## src/fbir_defs.vh

```
`ifndef FBIR_DEFS_VH
`define FBIR_DEFS_VH

// clock period of the controller
`define FBIR_CLK_NS        16'h0014

// flash pin timing, in ns (least times, rounded up to whole cycles)
`define FBIR_T_RST_PULSE_NS   16'h0064
`define FBIR_T_RST_READ_NS    16'h0096
`define FBIR_T_RST_WRITE_NS   16'h0064
`define FBIR_T_ABORT_NS       16'h4E20
`define FBIR_T_ACCESS_NS      16'h0050
`define FBIR_T_WE_PULSE_NS    16'h003C
`define FBIR_T_SETUP_NS       16'h0014
`define FBIR_T_HOLD_NS        16'h0014

// kept 16 bits wide so the counts meet the 16-bit counters without truncation
`define FBIR_CYC(ns) (((ns) + `FBIR_CLK_NS - 16'h0001) / `FBIR_CLK_NS)

`define FBIR_RST_PULSE_CYC  `FBIR_CYC(`FBIR_T_RST_PULSE_NS)
`define FBIR_RST_READ_CYC   `FBIR_CYC(`FBIR_T_RST_READ_NS)
`define FBIR_RST_WRITE_CYC  `FBIR_CYC(`FBIR_T_RST_WRITE_NS)
`define FBIR_ABORT_CYC      `FBIR_CYC(`FBIR_T_ABORT_NS)
`define FBIR_ACCESS_CYC     `FBIR_CYC(`FBIR_T_ACCESS_NS)
`define FBIR_WE_PULSE_CYC   `FBIR_CYC(`FBIR_T_WE_PULSE_NS)
`define FBIR_SETUP_CYC      `FBIR_CYC(`FBIR_T_SETUP_NS)
`define FBIR_HOLD_CYC       `FBIR_CYC(`FBIR_T_HOLD_NS)

// register byte offsets on the AXI4-Lite slave
`define FBIR_REG_CMD     8'h00
`define FBIR_REG_ADDR    8'h04
`define FBIR_REG_WDATA   8'h08
`define FBIR_REG_STATUS  8'h0C
`define FBIR_REG_RDATA   8'h10

// command register fields
`define FBIR_CMD_OP_LSB   0
`define FBIR_CMD_OP_MSB   1
`define FBIR_CMD_OFS_LSB  8
`define FBIR_CMD_OFS_MSB  15

// operation codes
`define FBIR_OP_READ      2'h0
`define FBIR_OP_WRITE     2'h1
`define FBIR_OP_RESET     2'h2
`define FBIR_OP_IDREAD    2'h3

// status register bits
`define FBIR_ST_BUSY      0
`define FBIR_ST_READ_OK   1
`define FBIR_ST_WRITE_OK  2
`define FBIR_ST_IDENT     3
`define FBIR_ST_ARRAY     4

// flash command codes
`define FBIR_FCMD_ARRAY   16'h00FF
`define FBIR_FCMD_IDENT   16'h0090

// identifier offsets from a block base
`define FBIR_ID_MAKER     8'h00
`define FBIR_ID_PART      8'h01
`define FBIR_ID_LOCK      8'h02
`define FBIR_ID_OTP_LOCK  8'h80
`define FBIR_ID_OTP_DATA  8'h81
`define FBIR_ID_OTP_LAST  8'h88

// lock state bits in the word read at the lock offset
`define FBIR_LOCK_BIT     0
`define FBIR_LOCKDOWN_BIT 1

`define FBIR_AXI_OKAY     2'h0
`define FBIR_AXI_SLVERR   2'h2

`endif

```

## src/fbir_host.v

```verilog
`timescale 1ns/1ps
`include "fbir_defs.vh"

module fbir_host (
  // clock and reset
  input  wire        clk,
  input  wire        arst_n,
  // axi4-lite write address
  input  wire [7:0]  s_axi_awaddr,
  input  wire        s_axi_awvalid,
  output reg         s_axi_awready,
  // axi4-lite write data
  input  wire [31:0] s_axi_wdata,
  input  wire [3:0]  s_axi_wstrb,
  input  wire        s_axi_wvalid,
  output reg         s_axi_wready,
  // axi4-lite write response
  output reg  [1:0]  s_axi_bresp,
  output reg         s_axi_bvalid,
  input  wire        s_axi_bready,
  // axi4-lite read address
  input  wire [7:0]  s_axi_araddr,
  input  wire        s_axi_arvalid,
  output reg         s_axi_arready,
  // axi4-lite read data
  output reg  [31:0] s_axi_rdata,
  output reg  [1:0]  s_axi_rresp,
  output reg         s_axi_rvalid,
  input  wire        s_axi_rready,
  // flash control pins
  output reg         chip_sel_n,
  output reg         out_en_n,
  output reg         wr_en_n,
  output reg         reset_powerdown_n,
  output reg  [21:0] flash_addr,
  // flash data pins, three signals each
  input  wire [15:0] dq_in,
  output reg  [15:0] dq_out,
  output reg         dq_oe
);
  // the abort shutdown may outlast the pulse; the remainder is waited after release
  localparam [15:0] PULSE_CYC  = `FBIR_RST_PULSE_CYC;
  localparam [15:0] ABORT_CYC  = `FBIR_ABORT_CYC;
  localparam [15:0] ABORT_REST = (ABORT_CYC > PULSE_CYC) ? (ABORT_CYC - PULSE_CYC) : 16'h0000;
  localparam [15:0] READ_GATE  = ABORT_REST + `FBIR_RST_READ_CYC;
  localparam [15:0] WRITE_GATE = ABORT_REST + `FBIR_RST_WRITE_CYC;
  localparam [15:0] ACC_CYC    = `FBIR_ACCESS_CYC;
  localparam [15:0] WEP_CYC    = `FBIR_WE_PULSE_CYC;
  localparam [15:0] SETUP_CYC  = `FBIR_SETUP_CYC;
  localparam [15:0] HOLD_CYC   = `FBIR_HOLD_CYC;
  // one-hot flash sequencer states
  localparam [6:0] S_IDLE    = 7'h01;
  localparam [6:0] S_RST_LOW = 7'h02;
  localparam [6:0] S_RD      = 7'h04;
  localparam [6:0] S_RD_END  = 7'h08;
  localparam [6:0] S_WR_SET  = 7'h10;
  localparam [6:0] S_WR_PLS  = 7'h20;
  localparam [6:0] S_WR_HLD  = 7'h40;
  // byte-lane merge for writable registers
  function [31:0] lane_merge;
    input [31:0] old_val;
    input [31:0] new_val;
    input [3:0]  strb;
    integer i;
    begin
      lane_merge = old_val;
      for (i = 0; i < 4; i = i + 1) begin
        if (strb[i]) begin
          lane_merge[i*8 +: 8] = new_val[i*8 +: 8];
        end
      end
    end
  endfunction
  reg [31:0] cmd_reg;
  reg [31:0] addr_reg;
  reg [31:0] wdata_reg;
  reg [15:0] rdata_reg;
  reg        op_pending;
  reg        ident_mode;
  reg        array_mode;
  reg [6:0]  state;
  reg [15:0] cnt;
  reg [15:0] since_rel;
  reg [7:0]  aw_addr;
  reg [31:0] w_data;
  reg [3:0]  w_strb;
  wire [1:0] op       = cmd_reg[`FBIR_CMD_OP_MSB:`FBIR_CMD_OP_LSB];
  wire [7:0] id_ofs   = (op == `FBIR_OP_IDREAD) ?
                        cmd_reg[`FBIR_CMD_OFS_MSB:`FBIR_CMD_OFS_LSB] : 8'h00;
  wire       read_ok  = (since_rel >= READ_GATE);
  wire       write_ok = (since_rel >= WRITE_GATE);
  wire       busy     = op_pending | (state != S_IDLE);
  wire       wr_do    = ~s_axi_awready & ~s_axi_wready & ~s_axi_bvalid;
  wire       cmd_hit  = wr_do & (aw_addr == `FBIR_REG_CMD) & ~busy;
  wire [31:0] status_word = {27'h0000000, array_mode, ident_mode, write_ok, read_ok, busy};

  ////////////////////////////////////////////////////////////////////////////
  // axi4-lite write channel: address and data taken in either order
  always @(posedge clk or negedge arst_n) begin
    if (!arst_n) begin
      s_axi_awready <= 1'b1;
      s_axi_wready  <= 1'b1;
      s_axi_bvalid  <= 1'b0;
      s_axi_bresp   <= `FBIR_AXI_OKAY;
      aw_addr       <= 8'h00;
      w_data        <= 32'h00000000;
      w_strb        <= 4'h0;
    end else begin
      if (s_axi_awvalid && s_axi_awready) begin
        s_axi_awready <= 1'b0;
        aw_addr       <= s_axi_awaddr;
      end
      if (s_axi_wvalid && s_axi_wready) begin
        s_axi_wready <= 1'b0;
        w_data       <= s_axi_wdata;
        w_strb       <= s_axi_wstrb;
      end
      if (wr_do) begin
        s_axi_bvalid <= 1'b1;
        case (aw_addr)
          `FBIR_REG_CMD, `FBIR_REG_ADDR, `FBIR_REG_WDATA,
          `FBIR_REG_STATUS, `FBIR_REG_RDATA: s_axi_bresp <= `FBIR_AXI_OKAY;
          default: s_axi_bresp <= `FBIR_AXI_SLVERR;
        endcase
      end
      if (s_axi_bvalid && s_axi_bready) begin
        s_axi_bvalid  <= 1'b0;
        s_axi_awready <= 1'b1;
        s_axi_wready  <= 1'b1;
      end
    end
  end

  // writable registers; a command written while busy is dropped
  always @(posedge clk or negedge arst_n) begin
    if (!arst_n) begin
      cmd_reg   <= 32'h00000000;
      addr_reg  <= 32'h00000000;
      wdata_reg <= 32'h00000000;
    end else if (wr_do) begin
      case (aw_addr)
        `FBIR_REG_CMD: begin
          if (!busy) begin
            cmd_reg <= lane_merge(cmd_reg, w_data, w_strb);
          end
        end
        `FBIR_REG_ADDR:  addr_reg  <= lane_merge(addr_reg, w_data, w_strb);
        `FBIR_REG_WDATA: wdata_reg <= lane_merge(wdata_reg, w_data, w_strb);
        default: ;
      endcase
    end
  end

  ////////////////////////////////////////////////////////////////////////////
  // axi4-lite read channel: data one cycle after the address is taken
  always @(posedge clk or negedge arst_n) begin
    if (!arst_n) begin
      s_axi_arready <= 1'b1;
      s_axi_rvalid  <= 1'b0;
      s_axi_rdata   <= 32'h00000000;
      s_axi_rresp   <= `FBIR_AXI_OKAY;
    end else begin
      if (s_axi_arvalid && s_axi_arready) begin
        s_axi_arready <= 1'b0;
        s_axi_rvalid  <= 1'b1;
        s_axi_rresp   <= `FBIR_AXI_OKAY;
        case (s_axi_araddr)
          `FBIR_REG_CMD:    s_axi_rdata <= cmd_reg;
          `FBIR_REG_ADDR:   s_axi_rdata <= addr_reg;
          `FBIR_REG_WDATA:  s_axi_rdata <= wdata_reg;
          `FBIR_REG_STATUS: s_axi_rdata <= status_word;
          `FBIR_REG_RDATA:  s_axi_rdata <= {16'h0000, rdata_reg};
          default: begin
            s_axi_rdata <= 32'h00000000;
            s_axi_rresp <= `FBIR_AXI_SLVERR;
          end
        endcase
      end
      if (s_axi_rvalid && s_axi_rready) begin
        s_axi_rvalid  <= 1'b0;
        s_axi_arready <= 1'b1;
      end
    end
  end

  ////////////////////////////////////////////////////////////////////////////
  // time since reset release; a conservative gate that also covers a
  // possible abort shutdown, since the host cannot see whether one ran
  always @(posedge clk or negedge arst_n) begin
    if (!arst_n) begin
      since_rel <= 16'h0000;
    end else if (state == S_RST_LOW) begin
      since_rel <= 16'h0000;
    end else if (!(read_ok && write_ok)) begin
      since_rel <= since_rel + 16'h0001;
    end
  end

  ////////////////////////////////////////////////////////////////////////////
  // flash sequencer; pins idle deselected with data floating
  always @(posedge clk or negedge arst_n) begin
    if (!arst_n) begin
      state             <= S_RST_LOW;
      cnt               <= 16'h0000;
      op_pending        <= 1'b0;
      chip_sel_n        <= 1'b1;
      out_en_n          <= 1'b1;
      wr_en_n           <= 1'b1;
      reset_powerdown_n <= 1'b0;
      flash_addr        <= 22'h000000;
      dq_out            <= 16'h0000;
      dq_oe             <= 1'b0;
      rdata_reg         <= 16'h0000;
      ident_mode        <= 1'b0;
      array_mode        <= 1'b1;
    end else begin
      if (cmd_hit) begin
        op_pending <= 1'b1;
      end
      case (state)
        S_IDLE: begin
          chip_sel_n <= 1'b1;
          out_en_n   <= 1'b1;
          wr_en_n    <= 1'b1;
          dq_oe      <= 1'b0;
          if (op_pending) begin
            case (op)
              `FBIR_OP_RESET: begin
                op_pending        <= 1'b0;
                reset_powerdown_n <= 1'b0;
                state             <= S_RST_LOW;
              end
              `FBIR_OP_WRITE: begin
                if (write_ok) begin
                  op_pending <= 1'b0;
                  flash_addr <= addr_reg[21:0];
                  dq_out     <= wdata_reg[15:0];
                  chip_sel_n <= 1'b0;
                  state      <= S_WR_SET;
                end
              end
              default: begin
                if (read_ok) begin
                  op_pending <= 1'b0;
                  flash_addr <= addr_reg[21:0] + {14'h0000, id_ofs};
                  chip_sel_n <= 1'b0;
                  out_en_n   <= 1'b0;
                  state      <= S_RD;
                end
              end
            endcase
          end
        end
        S_RST_LOW: begin
          // whole pulse held; pins stay quiet from idle or reset; shutdown rest waited later
          cnt        <= cnt + 16'h0001;
          if (cnt >= PULSE_CYC - 16'h0001) begin
            reset_powerdown_n <= 1'b1;
            ident_mode        <= 1'b0;
            array_mode        <= 1'b1;
            cnt               <= 16'h0000;
            state             <= S_IDLE;
          end
        end
        S_RD: begin
          cnt <= cnt + 16'h0001;
          if (cnt >= ACC_CYC - 16'h0001) begin
            rdata_reg <= dq_in;
            chip_sel_n <= 1'b1;
            out_en_n   <= 1'b1;
            cnt        <= 16'h0000;
            state      <= S_RD_END;
          end
        end
        S_RD_END: begin
          // one quiet cycle so the flash releases the bus before we may drive it
          state <= S_IDLE;
        end
        S_WR_SET: begin
          // output enable stays high for the whole write
          dq_oe <= 1'b1;
          cnt   <= cnt + 16'h0001;
          if (cnt >= SETUP_CYC - 16'h0001) begin
            wr_en_n <= 1'b0;
            cnt     <= 16'h0000;
            state   <= S_WR_PLS;
          end
        end
        S_WR_PLS: begin
          cnt <= cnt + 16'h0001;
          if (cnt >= WEP_CYC - 16'h0001) begin
            // write enable rises first with data still stable: the latch edge
            wr_en_n <= 1'b1;
            cnt     <= 16'h0000;
            state   <= S_WR_HLD;
          end
        end
        S_WR_HLD: begin
          cnt <= cnt + 16'h0001;
          if (cnt >= HOLD_CYC - 16'h0001) begin
            // deselect does not stop a started program or erase
            chip_sel_n <= 1'b1;
            dq_oe      <= 1'b0;
            cnt        <= 16'h0000;
            state      <= S_IDLE;
            array_mode <= (dq_out == `FBIR_FCMD_ARRAY);
            ident_mode <= (dq_out == `FBIR_FCMD_IDENT);
          end
        end
        default: begin
          state <= S_IDLE;
        end
      endcase
    end
  end
endmodule // fbir_host

```

## config.mk

```make
export PLATFORM = sky130hd
export DESIGN_NAME = fbir_host
export DESIGN_NICKNAME = d
export VERILOG_FILES = /design/src/fbir_host.v
export VERILOG_INCLUDE_DIRS = /design/src
export SDC_FILE = /design/constraint.sdc
export NUM_CORES = 1
export LEC_CHECK = 0
export ABC_CLOCK_PERIOD_IN_PS = 2200
export BUFFER_PORTS_ARGS = -buffer_cell sky130_fd_sc_hd__buf_2
export CAP_MARGIN = 10
export CELL_PAD_IN_SITES_DETAIL_PLACEMENT = 1
export CELL_PAD_IN_SITES_GLOBAL_PLACEMENT = 1
export CORE_UTILIZATION = 30
export DETAILED_ROUTE_END_ITERATION = 12
export PLACE_DENSITY = 0.65
export SYNTH_ARGS = -nofsm -noshare
export SYNTH_HDL_FRONTEND = slang
export SYNTH_SLANG_ARGS = --single-unit
```

## constraint.sdc

```tcl
create_clock -name clk -period 2.2 [get_ports clk]
set_input_delay 0.44 -clock clk [delete_from_list [all_inputs] [get_ports clk]]
set_output_delay 0.44 -clock clk [all_outputs]
set_load 0.02 [all_outputs]
```

==> reports/metrics.csv, run 1 <==
stage,metric,value,unit
synthesis,synth.distinct_cells,69,
worst_setup_path,cp-end-kind,flip-flop,
timing,post-route-period-util,102,%
route,ant_nets,0,
timing,post-route-min-period,2.24,ns
worst_setup_path,cp-startpoint,state[5],
run,max_cap_viol_count,0,
global_route,grt_pass1_vias,10000,
worst_setup_path,crit_path_top_delay_cell,dfrtp_1,
floorplanning,row_count,74,
synthesis,syn_avg_cell_area,11.7,um^2
synthesis,synth_warnings,0,
global_route,met2_usage,29.6,%
route,initialDrtViolationCount,452,
floorplanning,start_util,30.5,%
clock_tree,cts_root_buf,clkbuf_16,
synthesis,synth_cells,1067,
synthesis,synth_most_common_cell,dfrtp_1,
clock_tree,cts_buffers,31,
route,vias_per_cell,5.02,
timing,setup_viol,9,
place,dp_cells,1794,
timing,finalWorstSetupSlack,-0.0399,ns
worst_hold_path,hp-start,s_axi_awvalid,
worst_setup_path,cp.arrival,2.70,ns
worst_setup_path,slowest_delay,0.39,ns
floorplanning,die_x,206,um
synthesis,synth_top_area_share,54.4,%
timing,hold_viol,0,
global_route,grt_antenna_before_repair,0,
power_and_ir_drop,p_total,14.1,mW
final_layout,area_delta_synth_final,28.2,%
clock_tree,cts.sinks,280,
outcome,violations,"DRC, setup timing",
final_layout,fin_util,39.1,%
power_and_ir_drop,ir_drop,577,uV
timing,rsz0062_at_grt,true,
worst_setup_path,required,2.66,ns
floorplanning,core_area,0.0410,mm^2
clock_tree,path_clk_slew,0.06,ns
clock_tree,htreeDepth,1,
power_and_ir_drop,p_leak,7.70,nW
place,place.port_buffers,156,
timing,skew,0.0135,ns
final_layout,diodes,0,
worst_setup_path,startpoint_type,flip-flop,
synthesis,synth_flop_cell,dfrtp_1,
synthesis,ys_ff_latch,280,
place,place.gp.congestion,0.791,
route,drc,13,
worst_setup_path,crit_path_max_fanout,8,
global_route,grt_max_degree,89,
final_layout,multi_input_area,0.00564,mm^2
route,drt_first_pass_iters,9,
worst_setup_path,critical_path_class,flip-flop to flip-flop,
outcome,status,"finished, violations left",
floorplanning,die_h,206,um
global_route,use_met3,3.12,%
worst_setup_path,reg2reg_from,state[5],
clock_tree,clk_latency,0.57,ns
route,routed_wl,37.9,mm
power_and_ir_drop,p_per_area,877,mW/mm^2
synthesis,synth_edf_count,0,
global_route,gr-total-overflow,0,
synthesis,synth_common_cells,"dfrtp_1, nand2_1, mux2_2, o21ai_0, nor2_1",
route,wl_per_cell,20.4,um
synthesis,synth_top_area_cell,dfrtp_1,
worst_setup_path,cpMostUsedCell,buf_12,
final_layout,layout-drive-gt1-share,38.9,%
clock_tree,cts_buffer_depth,3,
global_route,busiest_layer,met2,
place,hpwl,27.1,mm
route,num_vias,9298,
synthesis,ys_top_cells_by_area,"dfrtp_1, mux2_2, nand2_1, o21ai_0, a22o_1",
final_layout,instances_no_fill,1853,
floorplanning,num_io_pins,159,
worst_hold_path,hp-class,input port to flip-flop,
final_layout,regArea,0.00702,mm^2
synthesis,yosysSeqAreaShare,56.1,%
final_layout,nNetsFinal,1389,
global_route,grt_first_pass_wirelength,59.1,mm
global_route,use_met1,25.1,%
clock_tree,cts_tree,done,
floorplanning,dieArea,0.0425,mm^2
synthesis,ys_async_sr_fraction,100,%
synthesis,syn-cell-area,0.0125,mm^2
global_route,grt.total_usage,18.1,%
final_layout,n_fill_cell,4492,
timing,fmax,446,MHz
worst_setup_path,crit_chain,"nor3_2, nand4b_1, nor2_1, buf_4, nor4b_4, buf_12, buf_12, nand2_8, mux2_2",
timing,holdWs,0.0366,ns
timing,maxSlewViolCount,0,
[worst paths after layout]
check                            endpoint  slack, ns  cells past startpoint
hold reg to reg            s_axi_bresp[1]       0.47                      1
hold / removal              s_axi_awready       0.04                      2
setup reg to reg              cmd_reg[12]      -0.04                      9
setup / recovery              cmd_reg[12]      -0.04                      9
max in group asynchronous   flash_addr[0]       1.12                      3
min in group asynchronous      w_data[20]       0.32                      2
[cell usage in the layout (no fill, tap or decap), types with 17 or more instances in the layout]
| master | Yosys | layout |
|---|---|---|
| nand2_1 | 151 | 141 |
| dfrtp_1 | 272 | 272 |
| mux2i_1 | 20 | 20 |
| inv_1 | 17 | 17 |
| a21oi_1 | 24 | 21 |
| o21ai_0 | 62 | 54 |
| xor2_1 | 21 | 21 |
| a22o_1 | 30 | 30 |
| buf_4 | 3 | 64 |
| nor2_1 | 56 | 55 |
| buf_2 | 7 | 155 |
| mux2_2 | 150 | 150 |
| clkbuf_16 | 0 | 31 |
[cells by family after synthesis]
logic type	count (synthesis)	synth area share, %
compound gates	171	9.23
xor+xnor	36	2.52
fa+ha+maj	17	1.76
buf+inv	62	2.02
flops	280	56.1
mux	178	16.0
other cells	1	0.0300
simple gates	322	12.4
[per-stage QoR]
step                      area, um^2  setup WS, ns  setup TNS (ns)
after floorplan                12500       -0.0208         -0.0577
after global placement         14700       -0.0874          -0.817
final                          16100       -0.0399          -0.248
after CTS                      15900      -0.00312        -0.00312
after global routing           16100        -0.139           -2.98
after detailed placement       14700        -0.191           -2.88
[where the power goes]
group	switching, mW	internal [mW]
clock network	2.14	3.12
logic	0.915	1.07
registers	0.903	5.93
total	3.96	10.1
[repair_timing]
| item | in CTS | in global routing |
|---|---|---|
| setup endpoints to repair | 62 | 116 |
| buffers inserted | 1 | 1 |
| resized for setup | 30 | 41 |
| hold endpoints to repair | 25 | 0 |
| hold buffers | 1 | 0 |
| pin swaps | 12 | 11 |
[worst max-delay path: cells and delay by family, from the launching register on]
kind / cells / cell delay [ns]
simple gates: 5 / 0.93
buf+inv: 3 / 0.50
flops: 1 / 0.39
mux: 1 / 0.30
[cell type report]
type / instances / area share, %
repair buffers: 240 / 10.1
clock buffers: 48 / 5.79
inverters: 18 / 0.421
well taps: 532 / 4.15
multi-input cells: 726 / 35.1
flip-flops and latches: 280 / 43.7
clock inverters: 9 / 0.663
[layer usage]
layer | share of wire [%] | wire [um]
met2 | 47 | 17900
met5 | 0 | 0
met4 | 1.9 | 733
met1 | 46 | 17300
met3 | 5.3 | 2000
Note: power is estimated with default switching activity, not from simulation.
==> run 2: changes to the inputs <==
--- a/config.mk
+++ b/config.mk
@@ -17,3 +17,4 @@
 export SYNTH_ARGS = -nofsm -noshare
 export SYNTH_HDL_FRONTEND = slang
 export SYNTH_SLANG_ARGS = --single-unit
+export TNS_END_PERCENT = 30
==> run 2 against run 1 <==
Effect of this change: the flow still finishes with violations (DRC, setup timing); clock power barely moved; final area fell by 0.29%; first-iteration DRC count grew 3.5%; via count about the same; power decreased by 0.34%; utilization fell by 0.11 points; clock skew barely moved; critical path depth did not move; sequential cell count unchanged; routed wire length hardly changed; highest routed layer unchanged.
==> reports/metrics.csv, run 2 (synthesized netlist as in run 1, its figures left out) <==
stage,metric,value,unit,change
clock_tree,clk_latency,0.57,ns,about the same
place,place_area,0.0147,mm^2,unchanged
place,hpwl,27.1,mm,unchanged
power_and_ir_drop,p_total,14.0,mW,-0.34%
final_layout,area_delta_synth_final,27.9,%,
place,place.gp.congestion,0.791,,unchanged
floorplanning,core_area,0.0410,mm^2,unchanged
place,place.port_buffers,156,,unchanged
final_layout,diodes,0,,unchanged
power_and_ir_drop,ir_drop,583,uV,+1.1%
worst_setup_path,cp-end-kind,flip-flop,,
place,dp_cells,1794,,unchanged
route,wl_per_cell,20.4,um,-0.11%
power_and_ir_drop,p_sw,3.93,mW,-0.76%
timing,maxSlewViolCount,0,,unchanged
power_and_ir_drop,p_leak,7.68,nW,-0.34%
floorplanning,dieArea,0.0425,mm^2,unchanged
timing,setup_viol,8,,-1
outcome,status,"finished, violations left",,
floorplanning,die_h,206,um,unchanged
power_and_ir_drop,combPwrFrac,13.9,%,-0.2 points
route,vias_per_cell,5.01,,-0.11%
worst_setup_path,crit_path_max_fanout,8,,unchanged
clock_tree,cts_tree,done,,
power_and_ir_drop,seq_power_share,48.5,%,about the same
global_route,grt_first_pass_wirelength,59.1,mm,unchanged
timing,skew,0.0140,ns,+0.000497 ns
global_route,grt.total_usage,18.1,%,unchanged
route,drc,13,,unchanged
global_route,gr-total-overflow,0,,unchanged
timing,fmax,451,MHz,+1.1%
final_layout,nNetsFinal,1390,,+0.072%
route,ant_nets,0,,unchanged
clock_tree,cts_root_buf,clkbuf_16,,
run,max_cap_viol_count,0,,unchanged
worst_setup_path,cp.arrival,2.67,ns,-0.03 ns
power_and_ir_drop,p_sw_share,28.0,%,-0.12 points
route,initialDrtViolationCount,468,,+3.5%
final_layout,instances_no_fill,1854,,+0.054%
clock_tree,cts.sinks,280,,unchanged
timing,rsz0062_at_grt,true,,
clock_tree,htreeDepth,1,,unchanged
outcome,violations,"DRC, setup timing",,
floorplanning,die_x,206,um,unchanged
clock_tree,path_clk_slew,0.06,ns,about the same
route,drt_first_pass_iters,10,,+1
power_and_ir_drop,p_per_area,876,mW/mm^2,about the same
worst_hold_path,hp-class,input port to flip-flop,,
clock_tree,cts_buffers,31,,unchanged
timing,finalWorstSetupSlack,-0.0163,ns,+0.0236 ns
final_layout,fin_area,0.0160,mm^2,-0.29%
worst_setup_path,required,2.66,ns,about the same
worst_setup_path,startpoint_type,flip-flop,,
final_layout,layout_commonest_cell,dfrtp_1,,
power_and_ir_drop,p_int,10.1,mW,-0.18%
place,detailedPlace.worstSlack,-0.191,ns,unchanged
route,routed_wl,37.9,mm,about the same
clock_tree,cts_buffer_depth,3,,unchanged
route,num_vias,9293,,-0.054%
timing,post-route-period-util,101,%,-1.1 points
floorplanning,row_count,74,,unchanged
global_route,grt_pass1_vias,10000,,unchanged
global_route,grt_max_degree,89,,unchanged
worst_setup_path,r2r_cells,9,,unchanged
global_route,grt_antenna_before_repair,0,,unchanged
power_and_ir_drop,clkPwrFrac,37.6,%,+0.2 points
final_layout,layout-drive-gt1-share,38.4,%,-0.56 points
timing,finalSetupTns,-0.0699,ns,+0.178 ns
floorplanning,start_util,30.5,%,unchanged
worst_setup_path,critical_path_class,flip-flop to flip-flop,,
floorplanning,num_io_pins,159,,unchanged
timing,post-route-min-period,2.22,ns,-0.0236 ns
final_layout,layout_common_cells,"dfrtp_1, buf_2, mux2_2",,
worst_hold_path,hold_depth,2,,unchanged
timing,hold_viol,0,,unchanged
run 2: critical path, cell delays in order (launching register included):
cell and delay (ns):
dfrtp_1 0.39, nor3_2 0.22, nand4b_1 0.16, nor2_1 0.22, buf_4 0.18, nor4b_4 0.24, buf_12 0.20, buf_12 0.12
nand2_8 0.08, mux2_2 0.30
run 2: cell type report:
type	count	area (um^2)
Inverter	18	67.6
Sequential cell	280	7020
Multi-Input combinational cell	726	5580
Clock inverter	9	106
Tap cell	532	666
Fill cell	4494	25000
Clock buffer	48	930
Timing Repair Buffer	241	1640
run 2: power by group through the flow:
stage                     combinational, mW  sequential [mW]  clock (mW)
after global routing                   2.15             6.92        5.61
after floorplan                        1.14             6.54           0
final                                  1.96             6.80        5.27
after CTS                              1.96             6.76        5.42
after global placement                 1.85             6.77           0
after detailed placement               1.92             6.82           0
run 2: worst paths after layout:
| path | start | endpoint | slack (ns) |
|---|---|---|---|
| hold / removal | s_axi_awvalid | s_axi_awready | 0.04 |
| min in group asynchronous | arst_n | w_data[20] | 0.32 |
| hold reg to reg | flash_addr[6] | flash_addr[6] | 0.47 |
| setup / recovery | state[5] | cmd_reg[12] | -0.02 |
| setup reg to reg | state[5] | cmd_reg[12] | -0.02 |
| max in group asynchronous | arst_n | flash_addr[0] | 1.12 |
run 2: layer usage:
metal | track usage (%) | wire (um) | vias up
met4 | 4.04 | 734 | 0
met3 | 3.12 | 1980 | 51
met2 | 29.6 | 17900 | 230
met5 | 0 | 0 | -
met1 | 25.1 | 17300 | 4745
li1 | - | - | 4267
run 2: what timing repair did:
action | CTS | global route
hold endpoints to repair | 25 | 0
pin swaps | 12 | 11
setup buffers | 1 | 1
setup endpoints to repair | 62 | 116
hold buffers | 1 | 0
gates resized for setup | 30 | 27
run 2: per-stage QoR:
step | hold slack [ns] | utilization (%)
global placement | 0.318 | 35.7
global route | 0.0349 | 39.0
CTS | 0.0198 | 38.7
floorplan | 0.144 | -
finish | 0.0363 | 39.0
detailed placement | 0.317 | 35.7
